`src/nced_pkg.sv`:
```
// Package with constants and types for the nanocode entry dispatch block
package nced_pkg;
    localparam int NCED_ADDR_W    = 8;
    localparam int NCED_WORD_W    = 36;
    localparam int NCED_FUNC_W    = 4;
    localparam int NCED_BRANCH_LSB = 0;
    localparam int NCED_SEL_LSB   = 8;
    localparam int NCED_PAR_BIT   = 35;

    localparam logic [7:0] NCED_ENTRY_BASE = 8'h20;
    localparam logic [7:0] NCED_IO_RD_LO   = 8'h01;
    localparam logic [7:0] NCED_IO_RD_HI   = 8'h0a;
    localparam logic [7:0] NCED_REGF_RD    = 8'h1f;
    localparam logic [7:0] NCED_MAP_RD     = 8'h2f;
    localparam logic [7:0] NCED_AD_RD      = 8'h3f;
    localparam logic [7:0] NCED_SCAN_RD    = 8'h4f;
    localparam logic [7:0] NCED_CS_RD      = 8'h5f;
    localparam logic [7:0] NCED_MEM_RD_LO  = 8'h61;
    localparam logic [7:0] NCED_MEM_RD_HI  = 8'h69;
    localparam logic [7:0] NCED_CPU_RD_LO  = 8'h71;
    localparam logic [7:0] NCED_CPU_RD_HI  = 8'h7f;
    localparam logic [7:0] NCED_IO_WR_LO   = 8'h81;
    localparam logic [7:0] NCED_IO_WR_DHI  = 8'h83;
    localparam logic [7:0] NCED_IO_WR_HI   = 8'h8a;
    localparam logic [7:0] NCED_REGF_DWR   = 8'h9f;
    localparam logic [7:0] NCED_MAP_DWR    = 8'haf;
    localparam logic [7:0] NCED_AD_DWR     = 8'hbf;
    localparam logic [7:0] NCED_CPUREQ_LO  = 8'hc0;
    localparam logic [7:0] NCED_CPUREQ_HI  = 8'hcf;
    localparam logic [7:0] NCED_CS_WR      = 8'hdf;
    localparam logic [7:0] NCED_MEM_WR_LO  = 8'he1;
    localparam logic [7:0] NCED_MEM_WR_DHI = 8'he3;
    localparam logic [7:0] NCED_MEM_WR_HI  = 8'he9;
    localparam logic [7:0] NCED_CPU_WR_LO  = 8'hf4;
    localparam logic [7:0] NCED_CPU_WR_HI  = 8'hff;
    localparam logic [7:0] NCED_RESET_ADDR = 8'h00;

    // Maintenance channel function codes as presented to this block
    typedef enum logic [3:0] {
        NCED_FN_NONE, NCED_FN_READ, NCED_FN_WRITE, NCED_FN_DEADSTART,
        NCED_FN_STATUS, NCED_FN_ECHO, NCED_FN_CPUREQ, NCED_FN_CLEAR
    } nced_func_e;

    // Entry address low three bits, in fixed order 20..27
    typedef enum logic [2:0] {
        NCED_EN_READ, NCED_EN_WRITE, NCED_EN_DREAD, NCED_EN_DWRITE,
        NCED_EN_DEADSTART, NCED_EN_STATUS, NCED_EN_ECHO, NCED_EN_CPUREQ
    } nced_entry_e;

    // Next-address select held in word bits 8 and 9
    typedef enum logic [1:0] {
        NCED_SEL_ENTRY, NCED_SEL_DEVICE, NCED_SEL_CPU, NCED_SEL_BRANCH
    } nced_sel_e;

    typedef enum logic [3:0] {
        NCED_R_NONE, NCED_R_IO_RD, NCED_R_REGF_RD, NCED_R_ENTRY, NCED_R_MAP_RD,
        NCED_R_AD_RD, NCED_R_SCAN_RD, NCED_R_CS_RD, NCED_R_MEM_RD, NCED_R_CPU_RD,
        NCED_R_IO_WR, NCED_R_DUMMY_WR, NCED_R_CPUREQ, NCED_R_CS_WR, NCED_R_MEM_WR,
        NCED_R_CPU_WR
    } nced_region_e;

    typedef struct packed {
        logic       valid;
        nced_func_e func;
        logic       target_ok;
        logic [2:0] type_code_bits;
        logic [3:0] control_word_rom;
        logic [3:0] cpu_func;
    } nced_req_s;

    typedef struct packed {
        logic       parity;
        logic [24:0] ctrl;
        nced_sel_e  sel;
        logic [7:0] branch_field;
    } nced_word_s;
endpackage : nced_pkg

```
`src/nced_dispatch.sv`:
```
// Function decoder and nanocode next-address sequencer
module nced_dispatch
    import nced_pkg::*;
(
    // Clock and reset
    input  wire logic              i_clock,
    input  wire logic              i_rst,
    // Function from the maintenance channel or CPU
    input  wire nced_req_s         i_req,
    // Nanocode word read at the current address
    input  wire logic [35:0]       i_word,
    // Sequence end, returns the sequencer to idle
    input  wire logic              i_seq_done,
    // Nanocode ROM address and status
    output logic [7:0]             o_addr,
    output logic                   o_busy,
    output logic                   o_forced,
    output logic                   o_parity_err,
    output nced_region_e           o_region,
    output logic                   o_dummy
);
    typedef enum logic [1:0] {NCED_ST_IDLE, NCED_ST_RUN} nced_state_e;

    nced_state_e  state;
    nced_state_e  next_state;
    logic [7:0]   addr;
    logic [7:0]   next_addr;
    logic         busy;
    logic         next_busy;
    logic         forced;
    logic         next_forced;
    logic         perr;
    logic         next_perr;
    nced_region_e region;
    logic         dummy;
    nced_region_e cls_region;
    logic         cls_dummy;
    logic [2:0]   start_code;
    logic [2:0]   next_start_code;
    logic [2:0]   held_type;
    logic [2:0]   next_held_type;
    logic [3:0]   held_rom;
    logic [3:0]   next_held_rom;
    logic [3:0]   held_cpu;
    logic [3:0]   next_held_cpu;
    logic         need_nano;
    nced_entry_e  entry;
    nced_word_s   word;

    assign word = nced_word_s'(i_word);

    // Decides whether a function runs nanocode and which entry it takes
    function automatic logic needs_nanocode(input nced_func_e f);
        case (f)
            NCED_FN_READ, NCED_FN_WRITE, NCED_FN_DEADSTART,
            NCED_FN_STATUS, NCED_FN_ECHO, NCED_FN_CPUREQ: needs_nanocode = 1'b1;
            default: needs_nanocode = 1'b0;
        endcase
    endfunction : needs_nanocode

    function automatic nced_entry_e entry_of(input nced_func_e f, input logic ok);
        case (f)
            NCED_FN_READ:      entry_of = ok ? NCED_EN_READ : NCED_EN_DREAD;
            NCED_FN_WRITE:     entry_of = ok ? NCED_EN_WRITE : NCED_EN_DWRITE;
            NCED_FN_DEADSTART: entry_of = NCED_EN_DEADSTART;
            NCED_FN_STATUS:    entry_of = NCED_EN_STATUS;
            NCED_FN_ECHO:      entry_of = NCED_EN_ECHO;
            NCED_FN_CPUREQ:    entry_of = NCED_EN_CPUREQ;
            default:           entry_of = NCED_EN_READ;
        endcase
    endfunction : entry_of

    function automatic logic even_ok(input logic [35:0] w);
        even_ok = ~^w;
    endfunction : even_ok

    always_comb begin
        need_nano = i_req.valid && needs_nanocode(i_req.func);
        entry     = entry_of(i_req.func, i_req.target_ok);
    end

    nced_region u_region (
        .i_addr   (next_addr),
        .o_region (cls_region),
        .o_dummy  (cls_dummy)
    );

    always_comb begin
        next_state      = state;
        next_addr       = addr;
        next_busy       = busy;
        next_forced     = 1'b0;
        next_perr       = perr;
        next_start_code = start_code;
        next_held_type  = held_type;
        next_held_rom   = held_rom;
        next_held_cpu   = held_cpu;
        case (state)
            NCED_ST_IDLE: begin
                // Functions without nanocode leave address and state alone
                if (need_nano) begin
                    next_start_code = 3'(entry);
                    next_addr       = NCED_ENTRY_BASE | {5'h00, 3'(entry)};
                    next_forced     = 1'b1;
                    next_busy       = 1'b1;
                    next_perr       = 1'b0;
                    next_held_type  = i_req.type_code_bits;
                    next_held_rom   = i_req.control_word_rom;
                    next_held_cpu   = i_req.cpu_func;
                    next_state      = NCED_ST_RUN;
                end
            end
            NCED_ST_RUN: begin
                if (!even_ok(i_word)) begin
                    next_perr = 1'b1;
                end
                if (i_seq_done) begin
                    next_state = NCED_ST_IDLE;
                    next_busy  = 1'b0;
                    next_addr  = NCED_RESET_ADDR;
                end else begin
                    case (word.sel)
                        NCED_SEL_ENTRY:  next_addr = NCED_ENTRY_BASE | {5'h00, start_code};
                        NCED_SEL_DEVICE: next_addr = {word.branch_field[7], held_type, held_rom};
                        NCED_SEL_CPU:    next_addr = {word.branch_field[7:4], held_cpu};
                        NCED_SEL_BRANCH: next_addr = word.branch_field;
                        default:         next_addr = word.branch_field;
                    endcase
                end
            end
            default: begin
                next_state = NCED_ST_IDLE;
                next_busy  = 1'b0;
            end
        endcase
    end

    always_ff @(posedge i_clock or posedge i_rst) begin
        if (i_rst) begin
            state      <= NCED_ST_IDLE;
            addr       <= NCED_RESET_ADDR;
            busy       <= 1'b0;
            forced     <= 1'b0;
            perr       <= 1'b0;
            start_code <= 3'h0;
            held_type  <= 3'h0;
            held_rom   <= 4'h0;
            held_cpu   <= 4'h0;
            region     <= NCED_R_NONE;
            dummy      <= 1'b0;
        end else begin
            state      <= next_state;
            addr       <= next_addr;
            busy       <= next_busy;
            forced     <= next_forced;
            perr       <= next_perr;
            start_code <= next_start_code;
            held_type  <= next_held_type;
            held_rom   <= next_held_rom;
            held_cpu   <= next_held_cpu;
            region     <= cls_region;
            dummy      <= cls_dummy;
        end
    end

    always_comb begin
        o_addr       = addr;
        o_busy       = busy;
        o_forced     = forced;
        o_parity_err = perr;
        o_region     = region;
        o_dummy      = dummy;
    end
endmodule : nced_dispatch

```
`src/nced_region.sv`:
```
// Classifier that maps a nanostore address to its sequence region
module nced_region
    import nced_pkg::*;
(
    // Address in, region and dummy flag out
    input  wire logic [7:0] i_addr,
    output nced_region_e    o_region,
    output logic            o_dummy
);
    function automatic logic in_rng(input logic [7:0] a, input logic [7:0] lo, input logic [7:0] hi);
        in_rng = (a >= lo) && (a <= hi);
    endfunction : in_rng

    always_comb begin
        o_region = NCED_R_NONE;
        o_dummy  = 1'b0;
        if (in_rng(i_addr, NCED_IO_RD_LO, NCED_IO_RD_HI)) begin
            o_region = NCED_R_IO_RD;
        end else if (i_addr == NCED_REGF_RD) begin
            o_region = NCED_R_REGF_RD;
        end else if (in_rng(i_addr, NCED_ENTRY_BASE, NCED_ENTRY_BASE + 8'h07)) begin
            o_region = NCED_R_ENTRY;
        end else if (i_addr == NCED_MAP_RD) begin
            o_region = NCED_R_MAP_RD;
        end else if (i_addr == NCED_AD_RD) begin
            o_region = NCED_R_AD_RD;
        end else if (i_addr == NCED_SCAN_RD) begin
            o_region = NCED_R_SCAN_RD;
        end else if (i_addr == NCED_CS_RD) begin
            o_region = NCED_R_CS_RD;
        end else if (in_rng(i_addr, NCED_MEM_RD_LO, NCED_MEM_RD_HI)) begin
            o_region = NCED_R_MEM_RD;
        end else if (in_rng(i_addr, NCED_CPU_RD_LO, NCED_CPU_RD_HI)) begin
            o_region = NCED_R_CPU_RD;
        end else if (in_rng(i_addr, NCED_IO_WR_LO, NCED_IO_WR_HI)) begin
            o_region = NCED_R_IO_WR;
            o_dummy  = (i_addr <= NCED_IO_WR_DHI);
        end else if (i_addr == NCED_REGF_DWR || i_addr == NCED_MAP_DWR || i_addr == NCED_AD_DWR) begin
            o_region = NCED_R_DUMMY_WR;
            o_dummy  = 1'b1;
        end else if (in_rng(i_addr, NCED_CPUREQ_LO, NCED_CPUREQ_HI)) begin
            o_region = NCED_R_CPUREQ;
        end else if (i_addr == NCED_CS_WR) begin
            o_region = NCED_R_CS_WR;
        end else if (in_rng(i_addr, NCED_MEM_WR_LO, NCED_MEM_WR_HI)) begin
            o_region = NCED_R_MEM_WR;
            o_dummy  = (i_addr <= NCED_MEM_WR_DHI);
        end else if (in_rng(i_addr, NCED_CPU_WR_LO, NCED_CPU_WR_HI)) begin
            o_region = NCED_R_CPU_WR;
        end
    end
endmodule : nced_region

```
`config.mk`:
```
export PLATFORM = sky130hd
export DESIGN_NAME = nced_dispatch
export DESIGN_NICKNAME = d
export VERILOG_FILES = /design/src/nced_pkg.sv /design/src/nced_dispatch.sv /design/src/nced_region.sv
export SDC_FILE = /design/constraint.sdc
export NUM_CORES = 1
export LEC_CHECK = 0
export BUFFER_PORTS_ARGS = -buffer_cell sky130_fd_sc_hd__buf_2
export CAP_MARGIN = 20
export CORE_ASPECT_RATIO = 0.75
export CORE_MARGIN = 2
export CORE_UTILIZATION = 55
export DETAILED_ROUTE_END_ITERATION = 10
export HOLD_SLACK_MARGIN = 0.06
export PLACE_DENSITY = 0.86
export SLEW_MARGIN = 20
export SYNTH_ARGS = -nofsm -noshare
export SYNTH_HDL_FRONTEND = slang
export SYNTH_SLANG_ARGS = --single-unit
export TNS_END_PERCENT = 20
```
`constraint.sdc`:
```
create_clock -name i_clock -period 6.9 [get_ports i_clock]
set_input_delay 1.035 -clock i_clock [delete_from_list [all_inputs] [get_ports i_clock]]
set_output_delay 1.035 -clock i_clock [all_outputs]
set_load 0.05 [all_outputs]
```
==> results of run 1 <==
==> layout by cell type, fill, tap and decap left out, types with 2 or more instances in the layout <==
master | Yosys | routed
nand2_1 | 39 | 39
and3_1 | 2 | 2
nand3_1 | 7 | 7
a211oi_1 | 2 | 2
a21oi_2 | 2 | 2
nand4_1 | 3 | 3
inv_2 | 5 | 5
nor4_1 | 3 | 3
ha_1 | 4 | 4
buf_2 | 3 | 71
inv_1 | 13 | 13
a21o_1 | 3 | 3
a22oi_1 | 3 | 3
xor2_1 | 5 | 5
nor3_1 | 7 | 7
o21ai_0 | 6 | 6
o2111ai_1 | 2 | 2
o211ai_1 | 3 | 3
a221oi_1 | 3 | 3
dfrtp_1 | 30 | 30
or3_1 | 2 | 2
a311oi_1 | 3 | 3
xnor2_1 | 28 | 28
nor2b_1 | 2 | 2
clkbuf_8 | 0 | 6
a21oi_1 | 9 | 9
nor2_1 | 3 | 3
==> cell families (layout without fill, tap and decap cells) <==
family,count (synthesis),in the layout,synth area share
AO/OA/AOI/OAI,54,54,0.228
XOR/XNOR,34,34,0.145
adder cells (fa/ha/maj),4,4,0.0233
buffers and inverters,29,98,0.0617
flip-flops,30,30,0.349
AND/OR/NAND/NOR,80,80,0.193
==> through the flow <==
| step | hold WS [ns] | std cells | utilization | total power, mW | instance area (um2) |
|---|---|---|---|---|---|
| after global placement | 0.460 | 345 | 0.679 | 0.518 | 2520 |
| after CTS | 0.480 | 352 | 0.710 | 0.705 | 2630 |
| after floorplan | 0.445 | 231 | - | 0.456 | 2150 |
| after global routing | 0.499 | 352 | 0.710 | 0.743 | 2630 |
| final | 0.477 | 352 | 0.710 | 0.705 | 2630 |
| after detailed placement | 0.463 | 345 | 0.679 | 0.523 | 2520 |
==> area by class of cell <==
class / instances / area [um2]
multi-input cells: 172 / 1260
clock buffers: 6 / 82.6
repair buffers: 72 / 363
clock inverters: 1 / 30.0
inverters: 19 / 76.3
fillers: 274 / 1080
well taps: 52 / 65.1
flip-flops and latches: 30 / 751
==> worst max-delay path by stage <==
| stage | slack [ns] | endpoint | cells after the start | from |
|---|---|---|---|---|
| after global placement | 3.17 | o_dummy | 9 | i_req[12] |
| after CTS | 3.34 | o_dummy | 9 | i_req[12] |
| after detailed placement | 3.05 | o_dummy | 9 | i_req[12] |
| after floorplan | 3.76 | o_dummy | 9 | i_word[9] |
| after global routing | 3.02 | o_dummy | 9 | i_req[12] |
| final | 3.30 | o_dummy | 9 | i_req[12] |
==> routing by layer <==
metal  vias up  share of wire  GRT usage
li1        964              -          -
met1       921           0.46      0.338
met2        93           0.44      0.385
met3         3          0.088     0.0701
met4         0         0.0053     0.0701
met5         -              0          0
==> sequential cells by signal, indices dropped and copies added, names as in the netlist <==
| register | cells |
|---|---|
| o_parity_err | 1 |
| o_addr | 8 |
| o_dummy | 1 |
| held_cpu | 4 |
| o_forced | 1 |
| o_busy | 1 |
| held_rom | 4 |
| start_code | 3 |
| held_type | 3 |
| o_region | 4 |
==> power by group through the flow <==
stage          sequential (mW)  clock, mW  combinational, mW
6_report                 0.233      0.182              0.290
4_1_cts                  0.233      0.183              0.289
2_1_floorplan            0.290          0              0.166
3_5_place_dp             0.236          0              0.287
5_1_grt                  0.237      0.193              0.313
3_3_place_gp             0.235          0              0.284
==> critical path, cell delays in order <==
cell	delay (ns)
buf_2	0.15
nor3_1	0.22
or3_1	0.61
clkinv_4	0.27
nor3_4	0.51
inv_2	0.13
nor4_1	0.33
a32oi_2	0.17
a221oi_1	0.32
==> impl_metrics.csv, run 1 <==
group,metric,value,unit
run_status,status,"finished, final reports clean",
sta,hold_viol,0,
critical_path,reg2reg_to,"o_dummy",
critical_path,rrSetupSlack,3.52,ns
drt,totalWireLength,5120,um
floorplan,rows,19,
floorplan,io_pins,72,
logic_synthesis,synth_common_cells,"39 x nand2_1, 30 x dfrtp_1, 28 x xnor2_1",
pwr,switching_share,0.379,
clock_network,h-tree-depth,2,
placement,pre_cts_ws,3.05,ns
pwr,leakage,1.27,nW
floorplan,die-height,58.1,um
logic_synthesis,synth_seq_cells,30,
global_routing,grt_usage,0.245,
logic_synthesis,yosys-top-cells-area,"dfrtp_1 35%, xnor2_1 11%, nand2_1 6.8%",
critical_path,crit_path_max_fanout,18,
floorplan,die_area,4430,um2
critical_path,critical_path_class,"input port to flip-flop",
flow_run,cap_violations,0,
placement,place_hpwl,3890,um
sta,fin_skew,0.00981,ns
sta,worst_slack,3.30,ns
clock_network,cts_buffers,5,
drt,first_iter_violations,218,
clock_network,clk_pin_slew,0.06,ns
pwr,p_sw,0.267,mW
critical_path,rr_worst_depth,8,
floorplan,die-width,76.2,um
finish,insertedDiodeCount,0,
drt,drt-vias-per-instance,5.63,
finish,fin_nets,360,
sta,tightestPinTransition,0.848,ns
logic_synthesis,seq_area_frac_synth,0.349,
finish,syn2layout_area_growth,22.5,%
pwr,p_int,0.437,mW
pwr,p_comb_frac,0.412,
clock_network,postCtsSetupRepairBufs,0,
clock_network,cts.sinks,30,
sta,maxSlewHeadroom,0.430,
hold_path,whs_endpoint,"start_code[1]",
logic_synthesis,yosys.area.top_type,"dfrtp_1",
clock_network,cts_buffer_depth,2,
floorplan,start_util,0.579,
critical_path,arrival,3.77,ns
pwr,vdd_ir_drop_max,210,uV
hold_path,hold_path_class,"flip-flop to flip-flop",
finish,drive_above_1_share,0.337,
sta,finalCritPeriodShare,0.522,
clock_network,clock_latency,0.29,ns
placement,io_buffers,71,
global_routing,grt_max_degree,31,
logic_synthesis,synth_area,2150,um2
clock_network,cts_root_buffer,"clkbuf_8",
logic_synthesis,synth_cell_types,60,
logic_synthesis,synth-edff-count,0,
placement,place_congestion,0.886,
drt,drc,0,
sta,rsz0062_at_grt,"false",
logic_synthesis,yosys_warnings,0,
logic_synthesis,ys.flop_type,"dfrtp_1",
critical_path,crit_path_start_kind,"input port",
pwr,seqPwrFrac,0.331,
pwr,power.share.clock,0.258,
logic_synthesis,async_flop_share,1.00,
logic_synthesis,synth_most_common_cell,"nand2_1",
clock_network,hold_buffers,0,
critical_path,r2r_start,"o_busy",
global_routing,grt_pass1_wl,8580,um
critical_path,cp-end-kind,"flip-flop",
sta,fmax,278,MHz
logic_synthesis,avgSynthCellArea,9.30,um2
drt,antenna_left,0,
drt,wire_per_inst,14.5,um
logic_synthesis,yosys.area.top_type_share,0.349,
logic_synthesis,synthesis.nets,291,
pwr,p_per_area,268,nW/um2
sta,maxSlewViolCount,0,
global_routing,grt_pass1_vias,1920,
critical_path,worst_ep_required_time,7.07,ns
sta,tns,0,ns
hold_path,hold-path-cell-count,1,
hold_path,hp-start,"start_code[1]",
clock_network,cts_tree,"yes",
drt,firstDrtPassIters,4,
sta,period_needed,3.60,ns
floorplan,core_area,3710,um2
sta,setup_viol,0,
global_routing,antenna_found_initial,0,
drt,vias,1981,
clock_network,cts_resized,0,
global_routing,grt.overflow.total,0,
logic_synthesis,synth_cells,231,
Note: power is estimated with default switching activity, not from simulation.
==> run 2, diff against run 1 <==
--- a/config.mk
+++ b/config.mk
@@ -5,14 +5,15 @@
 export SDC_FILE = /design/constraint.sdc
 export NUM_CORES = 1
 export LEC_CHECK = 0
+export ABC_AREA = 1
 export BUFFER_PORTS_ARGS = -buffer_cell sky130_fd_sc_hd__buf_2
 export CAP_MARGIN = 20
 export CORE_ASPECT_RATIO = 0.75
 export CORE_MARGIN = 2
-export CORE_UTILIZATION = 55
+export CORE_UTILIZATION = 52
 export DETAILED_ROUTE_END_ITERATION = 10
 export HOLD_SLACK_MARGIN = 0.06
-export PLACE_DENSITY = 0.86
+export PLACE_DENSITY = 0.81
 export SLEW_MARGIN = 20
 export SYNTH_ARGS = -nofsm -noshare
 export SYNTH_HDL_FRONTEND = slang
==> constraint.sdc (replaced) <==
create_clock -name i_clock -period 3.4 [get_ports i_clock]
set_input_delay 0.51 -clock i_clock [delete_from_list [all_inputs] [get_ports i_clock]]
set_output_delay 0.51 -clock i_clock [all_outputs]
set_load 0.05 [all_outputs]
==> run 2 against run 1 <==
Compared with the run above: register-to-register slack lost 2.3 ns; first-iteration DRC count grew 19%; final area grew 8.0%; utilization shrank 6.2 points; worst setup slack lost 2.1 ns.
==> impl_metrics.csv, run 2 <==
group,metric,value,unit
run_status,status,"finished, final reports clean",
global_routing,antenna_found_initial,0,
hold_path,hold_path_class,"input port to async pin",
global_routing,grt_pass1_wl,9400,um
sta,maxSlewViolCount,0,
clock_network,hold_buffers,0,
clock_network,cts.sinks,30,
clock_network,clk_pin_slew,0.07,ns
critical_path,worst_ep_required_time,3.58,ns
clock_network,cts_tree,"yes",
drt,firstDrtPassIters,4,
placement,place_congestion,0.942,
logic_synthesis,avgSynthCellArea,7.39,um2
placement,io_buffers,71,
clock_network,postCtsSetupRepairBufs,0,
floorplan,rows,21,
pwr,vdd_ir_drop_max,301,uV
critical_path,crit_path_max_fanout,5,
floorplan,die-height,62.0,um
logic_synthesis,synth_most_common_cell,"nand2_1",
logic_synthesis,synth_common_cells,"93 x nand2_1, 33 x inv_1, 31 x nor2_1",
clock_network,cts_buffer_depth,2,
logic_synthesis,yosys.area.top_type,"dfrtp_1",
critical_path,critical_path_class,"input port to flip-flop",
logic_synthesis,synth_cell_types,39,
logic_synthesis,synth_area,2340,um2
floorplan,die_area,5050,um2
clock_network,cts_buffers,5,
critical_path,crit_path_start,"i_word[8]",
finish,drive_above_1_share,0.316,
sta,maxSlewHeadroom,0.683,
critical_path,cp-end-kind,"flip-flop",
logic_synthesis,seq_area_frac_synth,0.321,
finish,mostFrequentLayoutCell,"nand2_1",
sta,tns,0,ns
global_routing,grt_usage,0.247,
logic_synthesis,async_flop_share,1.00,
global_routing,grt_max_degree,31,
logic_synthesis,synth_seq_cells,30,
sta,finalCritPeriodShare,0.661,
pwr,power,1.43,mW
sta,period_needed,2.25,ns
floorplan,io_pins,72,
logic_synthesis,synth-edff-count,0,
sta,rsz0062_at_grt,"false",
finish,layout_common_cells,"93 x nand2_1, 71 x buf_2, 33 x inv_1",
logic_synthesis,yosys.area.top_type_share,0.321,
sta,setup_viol,0,
finish,fin_nets,452,
drt,totalWireLength,5500,um
clock_network,h-tree-depth,2,
drt,drc,0,
logic_synthesis,yosys_warnings,0,
floorplan,core_area,4390,um2
sta,fmax,445,MHz
critical_path,arrival,2.42,ns
logic_synthesis,ys.flop_type,"dfrtp_1",
critical_path,rr_worst_depth,13,
critical_path,rrSetupSlack,1.20,ns
critical_path,reg2reg_to,"o_region[1]",
floorplan,start_util,0.532,
logic_synthesis,yosys-top-cells-area,"dfrtp_1 32%, nand2_1 15%, xnor2_1 9.7%",
sta,fin_skew,0.00775,ns
placement,place_hpwl,4450,um
global_routing,grt_pass1_vias,2071,
critical_path,crit_path_end,"o_region[1]",
flow_run,cap_violations,0,
finish,insertedDiodeCount,0,
logic_synthesis,synthesis.nets,376,
sta,tightestPinTransition,0.472,ns
critical_path,crit_path_start_kind,"input port",
critical_path,r2r_start,"o_busy",
sta,hold_viol,0,
drt,wire_per_inst,12.2,um
floorplan,die-width,81.4,um
logic_synthesis,synth_cells,316,
clock_network,cts_resized,0,
clock_network,cts_root_buffer,"clkbuf_8",
pwr,p_per_area,503,nW/um2
drt,drt-vias-per-instance,5.07,
pwr,leakage,1.58,nW
global_routing,grt.overflow.total,0,
finish,largest_register_ffs,8,
drt,vias,2282,
finish,fillers,392,
finish,syn2layout_area_growth,21.7,%
drt,first_iter_violations,260,
clock_network,clock_latency,0.29,ns
drt,antenna_left,0,
==> run 2: cell types whose count changed in the layout (fill, tap and decap cells not counted), sizes merged, moves of 3 or more <==
| cell | delta |
|---|---|
| a221oi | -4 |
| nor2 | +35 |
| inv | +22 |
| nand2 | +70 |
| nor4 | -3 |
| nor3 | -5 |
| nand3 | +12 |
| a21o | -3 |
| a21oi | -7 |
| or3 | -3 |
| a32oi | -3 |
| nand4 | +3 |
| a311oi | -4 |
| o21ai | +5 |
==> run 2: cells by family after synthesis <==
logic type / share of synthesized area
flops: 0.321
simple gates: 0.378
buf+inv: 0.0787
xor+xnor: 0.116
compound gates: 0.0841
fa+ha+maj: 0.0214
==> run 2: area by class of cell <==
cell class / count / area (um2) / share of cell area
multi-input cells: 241 / 1400 / 0.493
flip-flops and latches: 30 / 751 / 0.264
repair buffers: 72 / 363 / 0.128
inverters: 42 / 165 / 0.0581
clock buffers: 7 / 86.3 / 0.0304
well taps: 57 / 71.3 / 0.0251
clock inverters: 1 / 5.00 / 0.00176
==> run 2: critical path: stages <==
cell	delay, ns
buf_2	0.11
inv_1	0.06
ha_1	0.24
inv_1	0.09
nand2_1	0.13
nand2_1	0.08
o21ai_0	0.08
nand2_1	0.11
a21boi_4	0.28
nand2_2	0.14
o21ai_2	0.16
nand2_1	0.07
nand2_1	0.11
nand2_2	0.08
nor2_1	0.10
nand3_1	0.07
==> run 2: report_power, final <==
group / internal (mW) / switching, mW
registers: 0.437 / 0.0407
clock network: 0.163 / 0.138
logic: 0.204 / 0.447
==> run 2: through the flow <==
step                 util  area (um2)  hold WS, ns  setup WS [ns]  std cells
floorplan               -        2340        0.442           1.24        316
global placement    0.627        2750        0.458          0.858        442
detailed placement  0.627        2750        0.461          0.878        442
CTS                 0.648        2840        0.290           1.18        450
global route        0.648        2840        0.356          0.919        450
finish              0.648        2840        0.285           1.15        450
==> run 2: worst min path at each step <==
stage	startpoint	to	slack [ns]
final	i_rst	o_addr[7]	0.28
after global routing	i_rst	held_rom[1]	0.36
after CTS	i_rst	o_addr[7]	0.29
after detailed placement	o_parity_err	o_parity_err	0.46
after global placement	o_parity_err	o_parity_err	0.46
after floorplan	start_code[0]	start_code[0]	0.44
==> run 2: per-layer routing <==
| metal | global-route usage | vias to the layer above | share of wire |
|---|---|---|---|
| met1 | 0.355 | 1040 | 0.47 |
| met2 | 0.383 | 87 | 0.43 |
| li1 | - | 1145 | - |
| met4 | 0.0751 | 0 | 0.015 |
| met3 | 0.0448 | 10 | 0.085 |
| met5 | 0 | - | 0 |
